$ cat src/node_cfg_pkg.sv
package node_cfg_pkg;

  // Register numbers of the node register set
  localparam logic [7:0] REG_DEVICE_IDENT    = 8'h00;
  localparam logic [7:0] REG_SWITCH_DESC     = 8'h01;
  localparam logic [7:0] REG_SWITCH_CONFIG   = 8'h04;
  localparam logic [7:0] REG_NODE_IDENTIFIER = 8'h05;
  localparam logic [7:0] REG_PLL_SETTINGS    = 8'h06;
  localparam logic [7:0] REG_SWITCH_CLK_DIV  = 8'h07;
  localparam logic [7:0] REG_REF_CLK_DIV     = 8'h08;
  localparam logic [7:0] REG_JTAG_IDENT      = 8'h09;
  localparam logic [7:0] REG_USER_CODE       = 8'h0a;
  localparam logic [7:0] REG_ROUTE_DIRS_LOW  = 8'h0c;
  localparam logic [7:0] REG_ROUTE_DIRS_HIGH = 8'h0d;
  localparam logic [7:0] REG_DEBUG_PIN_CFG0  = 8'h10;
  localparam logic [7:0] REG_DEBUG_PIN_CFG1  = 8'h11;
  localparam logic [7:0] REG_DEBUG_SOURCE    = 8'h1f;
  localparam logic [7:0] REG_LINK_STATUS_LO  = 8'h20;
  localparam logic [7:0] REG_LINK_STATUS_HI  = 8'h28;
  localparam logic [7:0] REG_PROC_LINK_LO    = 8'h40;
  localparam logic [7:0] REG_PROC_LINK_HI    = 8'h47;
  localparam logic [7:0] REG_LINK_CFG_LO     = 8'h80;
  localparam logic [7:0] REG_LINK_CFG_HI     = 8'h88;
  localparam logic [7:0] REG_STATIC_LINK_LO  = 8'ha0;
  localparam logic [7:0] REG_STATIC_LINK_HI  = 8'ha7;

  // Field positions
  localparam int BYTE2_LSB         = 16;
  localparam int BYTE1_LSB         = 8;
  localparam int CFG_LOCK_ALL_BIT  = 31;
  localparam int CFG_LOCK_PLL_BIT  = 8;
  localparam int CFG_HDR_MODE_BIT  = 0;
  localparam int PLL_NO_RESET_BIT  = 31;
  localparam int PLL_NO_RELOCK_BIT = 30;
  localparam int PLL_BYPASS_BIT    = 29;
  localparam int PLL_JTAG_BOOT_BIT = 28;
  localparam int PLL_OUT_DIV_LSB   = 23;
  localparam int PLL_MULT_LSB      = 8;
  localparam int PLL_IN_DIV_LSB    = 0;
  localparam int USER_OTP_LSB      = 18;

  // Field widths
  localparam int ID_WIDTH      = 16;
  localparam int DIR_WIDTH     = 4;
  localparam int OUT_DIV_WIDTH = 3;
  localparam int MULT_WIDTH    = 13;
  localparam int IN_DIV_WIDTH  = 7;
  localparam int OTP_WIDTH     = 14;
  localparam int METAL_WIDTH   = 18;

  // Reset values
  localparam logic [15:0] NODE_ID_RESET    = 16'h0000;
  localparam logic [15:0] SWITCH_DIV_RESET = 16'h0000;
  localparam logic [15:0] REF_DIV_RESET    = 16'h0003;
  localparam logic [31:0] DIRS_RESET       = 32'h0000_0000;

  // Largest documented field codes
  localparam logic [7:0] OUT_DIV_MAX_CODE = 8'hf9;
  localparam logic [7:0] MULT_MAX_CODE    = 8'hfe;
  localparam logic [7:0] IN_DIV_MAX_CODE  = 8'h0f;

  typedef struct packed {
    logic        write;
    logic [7:0]  num;
    logic [31:0] wdata;
  } cfg_req_type;

  typedef struct packed {
    logic        err;
    logic [31:0] rdata;
  } cfg_rsp_type;

  typedef struct packed {
    logic [OUT_DIV_WIDTH-1:0] out_div;
    logic [MULT_WIDTH-1:0]    mult;
    logic [IN_DIV_WIDTH-1:0]  in_div;
  } pll_fields_type;

endpackage

$ cat src/route_lookup.sv
`timescale 1ns/1ps

// Picks the direction of the most significant mismatching identifier bit
module route_lookup #(
  parameter int ID_WIDTH  = 16,
  parameter int DIR_WIDTH = 4
) (
  // Identifiers
  input  wire logic [ID_WIDTH-1:0]           node_id,
  input  wire logic [ID_WIDTH-1:0]           dest_id,
  // Direction table, dimension 0 in the low bits
  input  wire logic [ID_WIDTH*DIR_WIDTH-1:0] dir_table,
  // Result
  output logic      [DIR_WIDTH-1:0]          dir,
  output logic                               local_hit
);

  logic [ID_WIDTH-1:0] diff;

  assign diff = node_id ^ dest_id;

  // Ascending scan, so the highest mismatching bit is the last to win
  always_comb
  begin
    dir = '0;
    for (int i = 0; i < ID_WIDTH; i++)
    begin
      if (diff[i])
      begin
        dir = dir_table[i*DIR_WIDTH +: DIR_WIDTH];
      end
    end
    local_hit = (diff == '0);
  end

endmodule

$ cat src/switch_node_config_regs.sv
`timescale 1ns/1ps

// Contract
// - Registers are reached only by configuration reads and writes by register number.
// - Identification bits 23:16 show boot control pins captured after reset, then frozen.
// - Identification bits 15:8 revision, 7:0 version, read-only; 31:24 reserved.
// - Description shows serial link count, switch processors, device processors, read-only.
// - Config bit 31 set blocks writes to all switch control registers; resets 0.
// - Config bit 8 set blocks writes to the PLL register; resets 0.
// - Config bit 0 selects one-byte headers when 1, two-byte when 0.
// - Node identifier holds writable 16-bit identity, resets zero, upper bits reserved.
// - Any PLL register write resets the tile unless suppressed.
// - PLL write with bit 31 set performs no chip reset.
// - PLL bit 30 set skips waiting for PLL re-lock.
// - PLL bit 29 written 1 bypasses the PLL.
// - PLL bit 28 written 1 selects boot from the JTAG port.
// - PLL bits 25:23 hold output divider minus one.
// - PLL bits 20:8 hold feedback multiplier minus one.
// - PLL bits 6:0 hold input divider minus one.
// - Switch clock divider bits 15:0 writable, resets zero.
// - Reference clock divider bits 15:0 writable, resets to three.
// - User code register returns OTP user code 31:18 and metal code 17:0.
// - Low directions register holds dimensions 0 to 7, four bits each, resets zero.
// - Packets route by the direction of the most significant mismatching identifier bit.
// - High directions register holds dimensions 8 to 15, four bits each, resets zero.
module switch_node_config_regs #(
  parameter logic [7:0]  SWITCH_REVISION   = 8'h01, // Arbitrary value
  parameter logic [7:0]  SWITCH_VERSION    = 8'h01, // Arbitrary value
  parameter logic [7:0]  NUM_SERIAL_LINKS  = 8'h08,
  parameter logic [7:0]  NUM_SWITCH_PROCS  = 8'h02,
  parameter logic [7:0]  NUM_DEVICE_PROCS  = 8'h02,
  parameter logic [31:0] JTAG_IDENT_VALUE  = 32'h0000_0001, // Arbitrary value
  parameter int          BOOT_PINS_WIDTH   = 8
) (
  // Clock and reset
  input  wire logic                                  clk,
  input  wire logic                                  reset_n,
  // Configuration requests
  input  wire logic                                  cfg_req_valid,
  input  wire node_cfg_pkg::cfg_req_type             cfg_req,
  output node_cfg_pkg::cfg_rsp_type                  cfg_rsp,
  output logic                                       cfg_rsp_valid,
  // Straps and one-time values
  input  wire logic [BOOT_PINS_WIDTH-1:0]            boot_control_pins,
  input  wire logic [node_cfg_pkg::OTP_WIDTH-1:0]    otp_user_code,
  input  wire logic [node_cfg_pkg::METAL_WIDTH-1:0]  metal_id_code,
  // Routing lookups
  input  wire logic                                  route_valid,
  input  wire logic [node_cfg_pkg::ID_WIDTH-1:0]     route_dest,
  output logic                                       route_done,
  output logic [node_cfg_pkg::DIR_WIDTH-1:0]         route_dir,
  output logic                                       route_local,
  // Switch settings
  output logic                                       header_one_byte,
  output logic [node_cfg_pkg::ID_WIDTH-1:0]          node_id,
  output logic [15:0]                                switch_clk_div,
  output logic [15:0]                                ref_clk_div,
  // PLL control
  output node_cfg_pkg::pll_fields_type               pll_fields,
  output logic                                       pll_skip_relock,
  output logic                                       pll_bypass,
  output logic                                       boot_from_jtag,
  output logic                                       tile_reset_pulse
);

  logic                                    lock_all_q;
  logic                                    lock_pll_q;
  logic                                    hdr_one_byte_q;
  logic [node_cfg_pkg::ID_WIDTH-1:0]       node_id_q;
  logic [15:0]                             switch_div_q;
  logic [15:0]                             ref_div_q;
  node_cfg_pkg::pll_fields_type            pll_q;
  logic                                    pll_no_reset_q;
  logic                                    pll_no_relock_q;
  logic                                    pll_bypass_q;
  logic                                    jtag_boot_q;
  logic                                    tile_reset_q;
  logic [31:0]                             dirs_low_q;
  logic [31:0]                             dirs_high_q;
  logic [BOOT_PINS_WIDTH-1:0]              boot_s1_q;
  logic [BOOT_PINS_WIDTH-1:0]              boot_s2_q;
  logic [BOOT_PINS_WIDTH-1:0]              boot_s3_q;
  logic [BOOT_PINS_WIDTH-1:0]              boot_pins_q;
  logic                                    boot_pending_q;
  node_cfg_pkg::cfg_rsp_type               rsp_q;
  node_cfg_pkg::cfg_rsp_type               rsp_d;
  logic                                    rsp_valid_q;
  logic                                    route_done_q;
  logic [node_cfg_pkg::DIR_WIDTH-1:0]      route_dir_q;
  logic                                    route_local_q;
  logic [node_cfg_pkg::DIR_WIDTH-1:0]      lookup_dir;
  logic                                    lookup_local;
  logic                                    wr_any;
  logic                                    wr_ok;
  logic                                    pll_wr_ok;
  logic [31:0]                             wd;

  // Write qualification: the lock bit covers every writable register
  assign wr_any    = cfg_req_valid && cfg_req.write;
  assign wr_ok     = wr_any && !lock_all_q;
  assign pll_wr_ok = wr_ok && (cfg_req.num == node_cfg_pkg::REG_PLL_SETTINGS) && !lock_pll_q;
  assign wd        = cfg_req.wdata;

  // Strap synchroniser kept out of reset, so it holds real pin levels, not zeros, when reset lifts
  always_ff @(posedge clk)
  begin
    boot_s1_q <= boot_control_pins;
    boot_s2_q <= boot_s1_q;
    boot_s3_q <= boot_s2_q;
  end

  // Strap capture after reset release, then frozen until next reset
  always_ff @(posedge clk)
  begin
    if (!reset_n)
    begin
      boot_pins_q    <= '0;
      boot_pending_q <= 1'b1;
    end
    else if (boot_pending_q && (boot_s2_q == boot_s3_q))
    begin
      boot_pins_q    <= boot_s3_q;
      boot_pending_q <= 1'b0;
    end
  end

  // Switch configuration; locking itself too, so only reset undoes it
  always_ff @(posedge clk)
  begin
    if (!reset_n)
    begin
      lock_all_q     <= 1'b0;
      lock_pll_q     <= 1'b0;
      hdr_one_byte_q <= 1'b0;
    end
    else if (wr_ok && (cfg_req.num == node_cfg_pkg::REG_SWITCH_CONFIG))
    begin
      lock_all_q     <= wd[node_cfg_pkg::CFG_LOCK_ALL_BIT];
      lock_pll_q     <= wd[node_cfg_pkg::CFG_LOCK_PLL_BIT];
      hdr_one_byte_q <= wd[node_cfg_pkg::CFG_HDR_MODE_BIT];
    end
  end

  // Node identity and clock dividers
  always_ff @(posedge clk)
  begin
    if (!reset_n)
    begin
      node_id_q    <= node_cfg_pkg::NODE_ID_RESET;
      switch_div_q <= node_cfg_pkg::SWITCH_DIV_RESET;
      ref_div_q    <= node_cfg_pkg::REF_DIV_RESET;
    end
    else if (wr_ok)
    begin
      case (cfg_req.num)
        node_cfg_pkg::REG_NODE_IDENTIFIER: node_id_q    <= wd[15:0];
        node_cfg_pkg::REG_SWITCH_CLK_DIV:  switch_div_q <= wd[15:0];
        node_cfg_pkg::REG_REF_CLK_DIV:     ref_div_q    <= wd[15:0];
        default: ;
      endcase
    end
  end

  // Routing tables
  always_ff @(posedge clk)
  begin
    if (!reset_n)
    begin
      dirs_low_q  <= node_cfg_pkg::DIRS_RESET;
      dirs_high_q <= node_cfg_pkg::DIRS_RESET;
    end
    else if (wr_ok)
    begin
      case (cfg_req.num)
        node_cfg_pkg::REG_ROUTE_DIRS_LOW:  dirs_low_q  <= wd;
        node_cfg_pkg::REG_ROUTE_DIRS_HIGH: dirs_high_q <= wd;
        default: ;
      endcase
    end
  end

  // PLL settings; the value only matters once the tile reset acts
  always_ff @(posedge clk)
  begin
    if (!reset_n)
    begin
      pll_q           <= '0;
      pll_no_reset_q  <= 1'b0;
      pll_no_relock_q <= 1'b0;
      pll_bypass_q    <= 1'b0;
      jtag_boot_q     <= 1'b0;
    end
    else if (pll_wr_ok)
    begin
      pll_q.out_div   <= wd[node_cfg_pkg::PLL_OUT_DIV_LSB +: node_cfg_pkg::OUT_DIV_WIDTH];
      pll_q.mult      <= wd[node_cfg_pkg::PLL_MULT_LSB +: node_cfg_pkg::MULT_WIDTH];
      pll_q.in_div    <= wd[node_cfg_pkg::PLL_IN_DIV_LSB +: node_cfg_pkg::IN_DIV_WIDTH];
      pll_no_reset_q  <= wd[node_cfg_pkg::PLL_NO_RESET_BIT];
      pll_no_relock_q <= wd[node_cfg_pkg::PLL_NO_RELOCK_BIT];
      pll_bypass_q    <= wd[node_cfg_pkg::PLL_BYPASS_BIT];
      jtag_boot_q     <= wd[node_cfg_pkg::PLL_JTAG_BOOT_BIT];
    end
  end

  // Tile reset request: one pulse per accepted PLL write with bit 31 clear; reset folded into the term
  always_ff @(posedge clk)
  begin
    tile_reset_q <= reset_n && pll_wr_ok && !wd[node_cfg_pkg::PLL_NO_RESET_BIT];
  end

  // Read data; reserved and unbuilt fields read zero
  always_comb
  begin
    rsp_d = '0;
    case (cfg_req.num)
      node_cfg_pkg::REG_DEVICE_IDENT:
      begin
        rsp_d.rdata[node_cfg_pkg::BYTE2_LSB +: BOOT_PINS_WIDTH] = boot_pins_q;
        rsp_d.rdata[15:8] = SWITCH_REVISION;
        rsp_d.rdata[7:0]  = SWITCH_VERSION;
      end
      node_cfg_pkg::REG_SWITCH_DESC:
      begin
        rsp_d.rdata = {8'h00, NUM_SERIAL_LINKS, NUM_SWITCH_PROCS, NUM_DEVICE_PROCS};
      end
      node_cfg_pkg::REG_SWITCH_CONFIG:
      begin
        rsp_d.rdata[node_cfg_pkg::CFG_LOCK_ALL_BIT] = lock_all_q;
        rsp_d.rdata[node_cfg_pkg::CFG_LOCK_PLL_BIT] = lock_pll_q;
        rsp_d.rdata[node_cfg_pkg::CFG_HDR_MODE_BIT] = hdr_one_byte_q;
      end
      node_cfg_pkg::REG_NODE_IDENTIFIER: rsp_d.rdata[15:0] = node_id_q;
      node_cfg_pkg::REG_PLL_SETTINGS:
      begin
        // Bypass and JTAG boot are write-only and read zero
        rsp_d.rdata[node_cfg_pkg::PLL_NO_RESET_BIT]  = pll_no_reset_q;
        rsp_d.rdata[node_cfg_pkg::PLL_NO_RELOCK_BIT] = pll_no_relock_q;
        rsp_d.rdata[node_cfg_pkg::PLL_OUT_DIV_LSB +: node_cfg_pkg::OUT_DIV_WIDTH] = pll_q.out_div;
        rsp_d.rdata[node_cfg_pkg::PLL_MULT_LSB +: node_cfg_pkg::MULT_WIDTH]       = pll_q.mult;
        rsp_d.rdata[node_cfg_pkg::PLL_IN_DIV_LSB +: node_cfg_pkg::IN_DIV_WIDTH]   = pll_q.in_div;
      end
      node_cfg_pkg::REG_SWITCH_CLK_DIV:  rsp_d.rdata[15:0] = switch_div_q;
      node_cfg_pkg::REG_REF_CLK_DIV:     rsp_d.rdata[15:0] = ref_div_q;
      node_cfg_pkg::REG_JTAG_IDENT:      rsp_d.rdata = JTAG_IDENT_VALUE;
      node_cfg_pkg::REG_USER_CODE:       rsp_d.rdata = {otp_user_code, metal_id_code};
      node_cfg_pkg::REG_ROUTE_DIRS_LOW:  rsp_d.rdata = dirs_low_q;
      node_cfg_pkg::REG_ROUTE_DIRS_HIGH: rsp_d.rdata = dirs_high_q;
      node_cfg_pkg::REG_DEBUG_PIN_CFG0,
      node_cfg_pkg::REG_DEBUG_PIN_CFG1,
      node_cfg_pkg::REG_DEBUG_SOURCE:    rsp_d.rdata = '0;
      default:
      begin
        // Link ranges live elsewhere; anything else is unmapped
        rsp_d.err = !((cfg_req.num >= node_cfg_pkg::REG_LINK_STATUS_LO && cfg_req.num <= node_cfg_pkg::REG_LINK_STATUS_HI)
                   || (cfg_req.num >= node_cfg_pkg::REG_PROC_LINK_LO && cfg_req.num <= node_cfg_pkg::REG_PROC_LINK_HI)
                   || (cfg_req.num >= node_cfg_pkg::REG_LINK_CFG_LO && cfg_req.num <= node_cfg_pkg::REG_LINK_CFG_HI)
                   || (cfg_req.num >= node_cfg_pkg::REG_STATIC_LINK_LO
                       && cfg_req.num <= node_cfg_pkg::REG_STATIC_LINK_HI));
      end
    endcase
    rsp_d.rdata = cfg_req.write ? 32'h0000_0000 : rsp_d.rdata; // Write answers carry no data
  end

  // Answer one cycle after every request
  always_ff @(posedge clk)
  begin
    if (!reset_n)
    begin
      rsp_q       <= '0;
      rsp_valid_q <= 1'b0;
    end
    else
    begin
      rsp_valid_q <= cfg_req_valid;
      if (cfg_req_valid)
      begin
        rsp_q <= rsp_d;
      end
    end
  end

  route_lookup #(
    .ID_WIDTH  (node_cfg_pkg::ID_WIDTH),
    .DIR_WIDTH (node_cfg_pkg::DIR_WIDTH)
  ) u_route_lookup (
    .node_id   (node_id_q),
    .dest_id   (route_dest),
    .dir_table ({dirs_high_q, dirs_low_q}),
    .dir       (lookup_dir),
    .local_hit (lookup_local)
  );

  // Registered routing answer; local packets carry no direction
  always_ff @(posedge clk)
  begin
    if (!reset_n)
    begin
      route_done_q  <= 1'b0;
      route_dir_q   <= '0;
      route_local_q <= 1'b0;
    end
    else
    begin
      route_done_q <= route_valid;
      if (route_valid)
      begin
        route_local_q <= lookup_local;
        route_dir_q   <= lookup_local ? '0 : lookup_dir;
      end
    end
  end

  // Outputs straight from flip-flops
  assign cfg_rsp          = rsp_q;
  assign cfg_rsp_valid    = rsp_valid_q;
  assign route_done       = route_done_q;
  assign route_dir        = route_dir_q;
  assign route_local      = route_local_q;
  assign header_one_byte  = hdr_one_byte_q;
  assign node_id          = node_id_q;
  assign switch_clk_div   = switch_div_q;
  assign ref_clk_div      = ref_div_q;
  assign pll_fields       = pll_q;
  assign pll_skip_relock  = pll_no_relock_q;
  assign pll_bypass       = pll_bypass_q;
  assign boot_from_jtag   = jtag_boot_q;
  assign tile_reset_pulse = tile_reset_q;
endmodule

$ cat config.mk
export PLATFORM = sky130hd
export DESIGN_NAME = switch_node_config_regs
export DESIGN_NICKNAME = d
export VERILOG_FILES = /design/src/node_cfg_pkg.sv /design/src/route_lookup.sv /design/src/switch_node_config_regs.sv
export SDC_FILE = /design/constraint.sdc
export NUM_CORES = 1
export LEC_CHECK = 0
export BUFFER_PORTS_ARGS = -buffer_cell sky130_fd_sc_hd__buf_2
export CORE_ASPECT_RATIO = 2
export CORE_UTILIZATION = 33
export DETAILED_ROUTE_END_ITERATION = 10
export GPL_TIMING_DRIVEN = 1
export PLACE_DENSITY = 0.56
export SLEW_MARGIN = 15
export SYNTH_ARGS = -nofsm -noshare
export SYNTH_HDL_FRONTEND = slang
export SYNTH_SLANG_ARGS = --single-unit
export TNS_END_PERCENT = 1
$ cat constraint.sdc
create_clock -name clk -period 2.4 [get_ports clk]
set_input_delay 0.12 -clock clk [delete_from_list [all_inputs] [get_ports clk]]
set_output_delay 0.12 -clock clk [all_outputs]
set_load 0.01 [all_outputs]
==> results.json, run 1 <==
{
  "synth_top_family_by_area": "simple AND/OR/NAND/NOR gates",
  "start_util": 0.338,
  "num_vias": 10091,
  "syn_area_per_cell_um2": 7.99,
  "synth_nets": 1297,
  "dp_hpwl_mm": 30.9,
  "grt_use_total": 0.279,
  "synth_enable_flop_cells": 0,
  "via_per_inst": 5.48,
  "cp.arrival_ps": 2480,
  "antenna_found_initial": 0,
  "io_pins": 217,
  "p_comb_frac": 0.075,
  "dieArea_mm2": 0.0297,
  "critPathRequiredTime_ps": 2780,
  "grt_pass1_wl_mm": 61.5,
  "synth_compound_area_frac": 0.216,
  "drc_errors": 0,
  "nFillCells": 2921,
  "hold_viol": 0,
  "synth_xor_area_frac": 0.0330,
  "yosys_warnings": 0,
  "fin_nets": 1573,
  "period_share": 0.875,
  "finalMaxSlewViolations": 0,
  "max_slew_margin": 0.556,
  "setup_viol": 0,
  "die_h_um": 243,
  "max_freq_ghz": 0.476,
  "wl_per_cell_um": 22.5,
  "end_kind": "flop",
  "synth_seq_cells": 216,
  "fp.coreArea_mm2": 0.0283,
  "place_congestion": 0.931,
  "routed_wl_mm": 41.4,
  "drive_above_1_share": 0.226,
  "hold_class": "in2reg",
  "power.share.clock": 0.470,
  "fin_total_pwr_mw": 7.99,
  "synth_fa_ha_area_frac": 0,
  "htreeDepth": 1,
  "clk-insertion-delay-late_ps": 520,
  "period_needed_ps": 2100,
  "critical_path_class": "reg2reg",
  "seq_area_frac_synth": 0.452,
  "power.density_mw_per_mm2": 637,
  "drt_pass1_iterations": 6,
  "worstMarginPinSlew_ps": 667,
  "leakagePower_nw": 4.90,
  "cts_buffer_depth": 3,
  "crit_fanout": 4,
  "io_buffers": 216,
  "cts_buffers": 22,
  "ys_async_sr_fraction": 0,
  "grt_overflow": 0,
  "grt_max_degree": 125,
  "clock-sinks": 216,
  "grt_pass1_vias": 10245,
  "cts_root_buffer": "clkbuf_16",
  "power_frac_seq": 0.455,
  "cp-start-kind": "flop",
  "rsz0062_at_grt": "false",
  "fin_skew_ps": 11.8,
  "rows": 87,
  "syn_to_final_growth_pct": 31.2,
  "path_clk_slew_ps": 70,
  "switching_share": 0.242,
  "timing.setup.tns_ps": 0,
  "syn_inst": 1196,
  "synth_cell_type_count": 57,
  "tritoncts": "yes",
  "drt-initial-drc-count": 792,
  "antenna_cells": 0,
  "die_width_um": 122,
  "p_switching_mw": 1.93,
  "status": "finished clean",
  "drv_cap": 0,
  "synth_area_mm2": 0.00956,
  "postRouteAntennaNets": 0,
  "synth.area.mux_share": 0.0335,
  "intPower_mw": 6.05,
  "ir_drop_mv": 0.439,
  "synthFlopType": "dfxtp_1",
  "synth-simple-area-share": 0.223
}
cells in the mapped netlist, types with 6 or more instances:
master     instances  area share
a221oi_1           9      0.0082
nand2_1          338        0.13
o22ai_1            6      0.0039
clkbuf_1          46       0.018
nor3_1            10      0.0052
inv_1              9      0.0035
xnor2_1           24       0.022
o21ai_0           38       0.020
dfxtp_1          216        0.45
a21oi_1          168       0.088
a22o_1            16       0.015
o21ai_1            7      0.0037
a2111oi_0         11       0.010
nor2_1            67       0.026
xor2_1            12       0.011
buf_2             15      0.0079
or3_1              8      0.0052
and2_1            10      0.0065
nor2b_1            8      0.0052
nand3_1           17      0.0089
a22oi_1           19       0.015
mux2i_1           32       0.033
a222oi_1          20       0.021
nand2b_1           6      0.0039
buf_6              9       0.011
nor4_1             6      0.0039
routing by layer:
metal	wire length (µm)	global-route usage	up-vias
met2	21600	0.507	442
met3	1960	0.0251	144
met1	14200	0.285	4773
met5	0	0	-
met4	3590	0.213	0
li1	-	-	4732
final timing paths:
check	startpoint	end	slack, ps	cells after the start
worst min-delay path	otp_user_code[11]	cfg_rsp[29]	20	4
worst min register to register	boot_s1_q[1]	boot_s2_q[1]	330	0
worst max-delay path	node_id[0]	route_dir[1]	300	7
worst max register to register	node_id[0]	route_dir[1]	300	7
critical path: stages (launching register included):
cell and delay, ps:
dfxtp_1 350, xnor2_1 480, nor2_1 140, a221oi_1 300
nor4_1 100, o31ai_1 340, buf_4 180, a211oi_1 60
layout by cell type, fill, tap and decap left out, drive strengths merged, types with 8 or more instances in the layout:
cell	instances
xor2	12
and2	10
mux2i	32
a21oi	168
buf	280
o21ai	45
xnor2	24
dlygate4sd3	44
a221oi	9
a2111oi	11
nor2b	8
clkbuf	25
a222oi	20
a22oi	19
nand3	17
nor3	17
or3	9
nor2	71
a22o	16
nand2	340
inv	13
dfxtp	216
what timing repair did:
item	in CTS	in global routing
resized for setup	0	0
setup endpoints to repair	0	0
endpoints found under the hold margin	154	0
buffers inserted	0	0
hold buffers	44	0
kinds of logic after synthesis:
family,count (synthesis)
flops,216
xor+xnor,36
mux,32
simple gates,496
buf+inv,84
compound gates,332
state kept, by name, indices dropped and copies added, names as in the netlist, 4 cells and up:
signal,count
boot_pins_q,8
boot_s1_q,8
boot_s2_q,8
boot_s3_q,8
cfg_rsp,33
dirs_high_q,32
dirs_low_q,32
node_id,16
pll_fields,23
ref_clk_div,16
route_dir,4
switch_clk_div,16
cell type report:
type,count,area (µm²),area share
Inverter,12,47.5,0.00379
Tap cell,356,445,0.0355
Sequential cell,216,4320,0.345
Clock inverter,11,173,0.0138
Clock buffer,25,593,0.0473
Timing Repair Buffer,324,2110,0.169
Multi-Input combinational cell,896,4850,0.387
power groups by stage:
stage / Sequential, mW / Combinational (mW) / Clock [mW]
2_1_floorplan: 3.71 / 0.237 / 0
3_3_place_gp: 3.71 / 0.533 / 0
5_1_grt: 3.63 / 0.638 / 3.94
6_report: 3.63 / 0.599 / 3.76
3_5_place_dp: 3.71 / 0.536 / 0
4_1_cts: 3.63 / 0.593 / 3.80
stage by stage:
step | hold WS [ps] | setup slack, ps | instances | utilization | area, µm²
after floorplan | 148 | 415 | 1196 | - | 9560
after CTS | 4.10 | 338 | 1840 | 0.443 | 12500
after detailed placement | 225 | 99.7 | 1760 | 0.401 | 11300
after global placement | 222 | 115 | 1760 | 0.401 | 11300
after global routing | 26.7 | 110 | 1840 | 0.443 | 12500
final | 16.1 | 300 | 1840 | 0.443 | 12500
Note: power is estimated with default switching activity, not from simulation.
==> run 2, diff against run 1 <==
--- a/config.mk
+++ b/config.mk
@@ -5,8 +5,9 @@
 export SDC_FILE = /design/constraint.sdc
 export NUM_CORES = 1
 export LEC_CHECK = 0
+export ABC_AREA = 1
 export BUFFER_PORTS_ARGS = -buffer_cell sky130_fd_sc_hd__buf_2
-export CORE_ASPECT_RATIO = 2
+export CORE_ASPECT_RATIO = 0.9
 export CORE_UTILIZATION = 33
 export DETAILED_ROUTE_END_ITERATION = 10
 export GPL_TIMING_DRIVEN = 1
==> run 2 against run 1 <==
Effect of this change: synthesized area down 0.41%; count of clock-buffer cells in the layout increased by 12; critical endpoint is now route_dir[3]; clock skew up 9.3 ps; highest routed layer unchanged; critical path depth increased by 14; hold slack worse by 3.4 ps; worst setup slack got worse by 77 ps.
==> results.json, run 2 <==
{
  "status": "finished clean",
  "dieArea_mm2": 0.0295,
  "power.density_mw_per_mm2": 639,
  "fp.coreArea_mm2": 0.0282,
  "synth_most_common_cell": "nand2_1",
  "min_to": "cfg_rsp[22]",
  "critical_path_class": "reg2reg",
  "p_switching_mw": 1.91,
  "dpl_worst_slack_ps": 111,
  "synth_cell_type_count": 38,
  "max_freq_ghz": 0.459,
  "path_clk_slew_ps": 60,
  "final_cell_mix": "nand2_1 (231), buf_2 (216), dfxtp_1 (213)",
  "p_comb_frac": 0.072,
  "synth_area_mm2": 0.00952,
  "routed_wl_mm": 39.1,
  "postRouteAntennaNets": 0,
  "rows": 58,
  "num_vias": 10050,
  "synth_seq_cells": 216,
  "grt_pass1_wl_mm": 58.7,
  "timing.setup.tns_ps": 0,
  "end_kind": "flop",
  "grt_max_degree": 94,
  "htreeDepth": 1,
  "finalInstanceArea_mm2": 0.0124,
  "placed_cell_area_mm2": 0.0112,
  "period_needed_ps": 2180,
  "largest_register_ffs": 33,
  "leakagePower_nw": 5.35,
  "grt_overflow": 0,
  "cts_buffers": 24,
  "syn_inst": 1291,
  "fin_nets": 1655,
  "rsz0062_at_grt": "false",
  "worstMarginPinSlew_ps": 977,
  "die_h_um": 163,
  "clk-insertion-delay-late_ps": 540,
  "drt-initial-drc-count": 894,
  "synth_enable_flop_cells": 0,
  "max_slew_margin": 0.346,
  "cts_buffer_depth": 3,
  "drv_cap": 0,
  "place_congestion": 0.948,
  "power.share.clock": 0.470,
  "yosys-top-cells-area": "dfxtp_1 (45%), nand2_1 (9.1%), a21oi_1 (9.0%)",
  "rrSetupSlack_ps": 220,
  "drc_errors": 0,
  "cts_root_buffer": "clkbuf_16",
  "tritoncts": "yes",
  "io_buffers": 216,
  "wl_per_cell_um": 20.3,
  "drive_above_1_share": 0.228,
  "yosys-top-cells-count": "nand2_1 (232), dfxtp_1 (216), a21oi_1 (172)",
  "synth_nets": 1392,
  "worstRegToRegCells": 21,
  "hold_depth": 5,
  "hp-start": "otp_user_code[4]",
  "nFillCells": 2937,
  "r2r-start": "node_id[5]",
  "synth_top_area_frac": 0.454,
  "syn_to_final_growth_pct": 30.4,
  "placedCellCount": 1847,
  "fin_skew_ps": 21.1,
  "start_util": 0.338,
  "holdWs_ps": 12.7,
  "dp_hpwl_mm": 29.5,
  "startpoint": "node_id[5]",
  "yosys_warnings": 0,
  "seq_area_frac_synth": 0.454,
  "finalMaxSlewViolations": 0,
  "synthFlopType": "dfxtp_1",
  "hold_viol": 0,
  "power_frac_seq": 0.458,
  "syn_area_per_cell_um2": 7.38,
  "instances_no_fill": 1931,
  "hold_class": "in2reg",
  "die_width_um": 181,
  "grt_use_total": 0.262,
  "worst_slack_ps": 223,
  "cts_setup_buffers": 0,
  "ir_drop_mv": 0.440,
  "setup_viol": 0,
  "via_per_inst": 5.20,
  "grt_pass1_vias": 9503,
  "drt_pass1_iterations": 5,
  "cp-start-kind": "flop",
  "io_pins": 217,
  "ys_async_sr_fraction": 0,
  "worstReg2RegEnd": "route_dir[3]",
  "period_share": 0.907,
  "synth_top_area_cell": "dfxtp_1",
  "cp.arrival_ps": 2640,
  "switching_share": 0.241,
  "layout_commonest_cell": "nand2_1",
  "crit_fanout": 8,
  "clock-sinks": 216,
  "intPower_mw": 6.02,
  "critPathRequiredTime_ps": 2860,
  "antenna_found_initial": 1
}
-- run 2: cell count changes in the layout (fill, tap and decap cells not counted), sizes merged, moves of 15 or more --
cell	before	now
a222oi	20	0
a22oi	19	0
buf	280	265
inv	13	182
mux2i	32	0
nand2	340	239
nand3	17	44
o21ai	45	177
xnor2	24	8
-- run 2: cells by family after synthesis --
family                    after synthesis  share of synthesized area
DFF                                   216                      0.454
and+or+nand+nor                       371                      0.164
AOI/OAI and AO/OA                     433                      0.257
buffers and inverters                 252                      0.106
xor gates and xnor gates               19                     0.0191
-- run 2: power groups by stage --
stage | combinational (mW) | clock [mW] | sequential [mW]
detailed placement | 0.506 | 0 | 3.72
floorplan | 0.250 | 0 | 3.71
CTS | 0.560 | 3.80 | 3.64
finish | 0.570 | 3.73 | 3.64
global placement | 0.508 | 0 | 3.72
global route | 0.619 | 3.94 | 3.64
-- run 2: layout make-up --
cell class	instances	area [µm²]	share of cell area
sequential	216	4330	0.349
multi-input combinational	823	4230	0.341
timing repair buffer	306	1910	0.154
clock buffer	37	729	0.0588
inverter	183	701	0.0564
tap	360	450	0.0363
clock inverter	5	63.8	0.00514
antenna	1	2.50	0.000202
-- run 2: how the worst max path moves through the flow --
stage | endpoint | cells after the start
floorplan | route_dir[0] | 24
global placement | route_dir[3] | 21
detailed placement | route_dir[3] | 21
CTS | route_dir[3] | 21
global route | route_dir[1] | 26
finish | route_dir[3] | 21
-- run 2: timing repair --
| item | 4_1_cts | 5_1_grt |
|---|---|---|
| hold endpoints to repair | 144 | 0 |
| resized for setup | 0 | 6 |
| setup endpoints to repair | 0 | 4 |
| hold buffers | 41 | 0 |
-- run 2: per-layer routing --
metal / GRT usage / part of all wire
met5: 0 / 0
met3: 0.0426 / 0.076
met1: 0.380 / 0.47
met2: 0.395 / 0.42
met4: 0.0809 / 0.030
-- run 2: stage by stage --
stage / power [mW] / util
after floorplan: 3.96 / -
after global placement: 4.22 / 0.397
after detailed placement: 4.22 / 0.397
after CTS: 7.99 / 0.440
after global routing: 8.20 / 0.441
final: 7.93 / 0.441
-- run 2: worst max-delay path: stages (launching register included) --
cell	delay [ps]
dfxtp_1	410
xor2_2	330
inv_2	150
o21ai_0	120
inv_2	40
nand2_1	100
nand2_1	60
nand2_1	50
nand2_1	40
nand2_1	70
nand2_1	60
nand2_1	50
nand2_1	40
nand2_1	80
nand2_1	50
nand2_1	70
nand2_1	60
nand2_1	60
nand2_1	40
nand2_1	50
nand2_1	60
a21oi_2	100
==> run 3, diff against run 2 <==
--- a/config.mk
+++ b/config.mk
@@ -12,6 +12,7 @@
 export DETAILED_ROUTE_END_ITERATION = 10
 export GPL_TIMING_DRIVEN = 1
 export PLACE_DENSITY = 0.56
+export REMOVE_ABC_BUFFERS = 1
 export SLEW_MARGIN = 15
 export SYNTH_ARGS = -nofsm -noshare
 export SYNTH_HDL_FRONTEND = slang
==> run 3 against run 2 <==
Effect of this change: first-iteration DRC count fell by 7.3%; non-clock buffer count fell by 9; final cell count fell by 0.47%; hold slack got worse by 0.50 ps; count of clock-buffer cells in the layout fell by 6; sequential share of layout area fell by 0.10 points; core utilization rose by 0.12 points; worst setup slack got worse by 14 ps; die area did not move; combinational power barely moved; global-route usage fell by 2.2 points; highest routed layer is now met5.
==> results.json, run 3 (synthesis results as in run 2) <==
{
  "fin_skew_ps": 5.50,
  "grt_pass1_wl_mm": 54.4,
  "grt_use_total": 0.240,
  "status": "finished clean",
  "worst_slack_ps": 208,
  "rrSetupSlack_ps": 210,
  "drt_pass1_iterations": 6,
  "routed_wl_mm": 36.1,
  "cp.arrival_ps": 2590,
  "cts_root_buffer": "clkbuf_16",
  "instances_no_fill": 1922,
  "dp_hpwl_mm": 25.6,
  "critical_path_class": "reg2reg",
  "placed_cell_area_mm2": 0.0111,
  "drive_above_1_share": 0.223,
  "final_cell_mix": "nand2_1 (231), buf_2 (215), dfxtp_1 (214)",
  "period_needed_ps": 2190,
  "hold_depth": 5,
  "via_per_inst": 5.03,
  "drt-initial-drc-count": 829,
  "num_vias": 9659,
  "start_util": 0.338,
  "largest_register_ffs": 33,
  "io_pins": 217,
  "postRouteAntennaNets": 0,
  "io_buffers": 216,
  "critPathRequiredTime_ps": 2800,
  "hold_class": "in2reg",
  "syn_to_final_growth_pct": 30.7,
  "hold_viol": 0,
  "placedCellCount": 1834,
  "fp.coreArea_mm2": 0.0282,
  "htreeDepth": 1,
  "power.density_mw_per_mm2": 664,
  "die_width_um": 181,
  "finalInstanceArea_mm2": 0.0124,
  "clk-insertion-delay-late_ps": 520,
  "worstMarginPinSlew_ps": 747,
  "antenna_found_initial": 1,
  "drc_errors": 0,
  "ir_drop_mv": 0.467,
  "antenna_cells": 0,
  "end_kind": "flop",
  "layout_commonest_cell": "nand2_1",
  "tritoncts": "yes",
  "grt_overflow": 0,
  "grt_pass1_vias": 9079,
  "fin_nets": 1646,
  "worstReg2RegEnd": "route_dir[3]",
  "cts_buffers": 24,
  "place_congestion": 0.873,
  "finalMaxSlewViolations": 0,
  "timing.setup.tns_ps": 0,
  "cts_setup_buffers": 0,
  "nFillCells": 2930,
  "endpoint": "route_dir[3]",
  "drv_cap": 0,
  "cts_buffer_depth": 3,
  "worstRegToRegCells": 20,
  "rsz0062_at_grt": "false",
  "crit_fanout": 9,
  "grt_max_degree": 71,
  "clock-sinks": 216,
  "max_freq_ghz": 0.456,
  "wl_per_cell_um": 18.8,
  "max_slew_margin": 0.502,
  "startpoint": "node_id[4]",
  "die_h_um": 163,
  "holdWs_ps": 12.2,
  "path_clk_slew_ps": 70,
  "setup_viol": 0,
  "r2r-start": "node_id[4]",
  "leakagePower_nw": 5.33,
  "cp-start-kind": "flop",
  "rows": 58,
  "fin_util": 0.442,
  "fin_total_pwr_mw": 8.27,
  "dieArea_mm2": 0.0295,
  "period_share": 0.913,
  "dpl_worst_slack_ps": 52.6
}
-- run 3: cell type report --
class                   instances  area [µm²]  area share
inverters                     183         701      0.0563
well taps                     360         450      0.0362
clock inverters                12         196      0.0158
clock buffers                  31         668      0.0537
repair buffers                297        1850       0.149
multi-input cells             823        4250       0.341
flip-flops and latches        216        4330       0.348
-- run 3: where the power goes --
group	leakage [nW]	switching (mW)	internal (mW)
sequential	1.75	0.0169	3.62
combinational	3.17	0.353	0.217
clock	0.414	1.56	2.50
total	5.33	1.93	6.34
-- run 3: timing repair --
| item | CTS | global route |
|---|---|---|
| endpoints found under the hold margin | 158 | 0 |
| endpoints found under the setup margin | 0 | 4 |
| gates resized for setup | 0 | 7 |
| hold buffers | 45 | 0 |
-- run 3: metal layers --
metal  vias to the layer above  part of all wire  global-route usage  wire (µm)
met4                         2             0.012              0.0412        431
li1                       4821                 -                   -          -
met3                        30             0.068              0.0390       2470
met1                      4454              0.50               0.356      17900
met5                         -           0.00022                   0          8
met2                       352              0.42               0.367      15300
-- run 3: worst min path at each step --
stage / startpoint / to / slack (ps)
finish: otp_user_code[4] / cfg_rsp[22] / 10
global route: otp_user_code[7] / cfg_rsp[25] / 40
CTS: metal_id_code[4] / cfg_rsp[4] / 3
detailed placement: boot_control_pins[2] / boot_s1_q[2] / 220
global placement: boot_control_pins[5] / boot_s1_q[5] / 220
floorplan: boot_control_pins[0] / boot_s1_q[0] / 150
-- run 3: critical path: stages, from the launching register on --
cell and delay (ps):
dfxtp_1 360, xnor2_2 470, o21ai_0 180, inv_2 70
nand2_1 40, nand2_1 60, nand2_1 60, nand2_1 60
nand2_1 70, nand2_1 60, nand2_1 50, nand2_1 50
nand2_1 50, nand2_1 90, nand2_1 60, nand2_1 60
nand2_1 60, nand2_1 50, nand2_1 60, nand2_1 70
a21oi_2 40
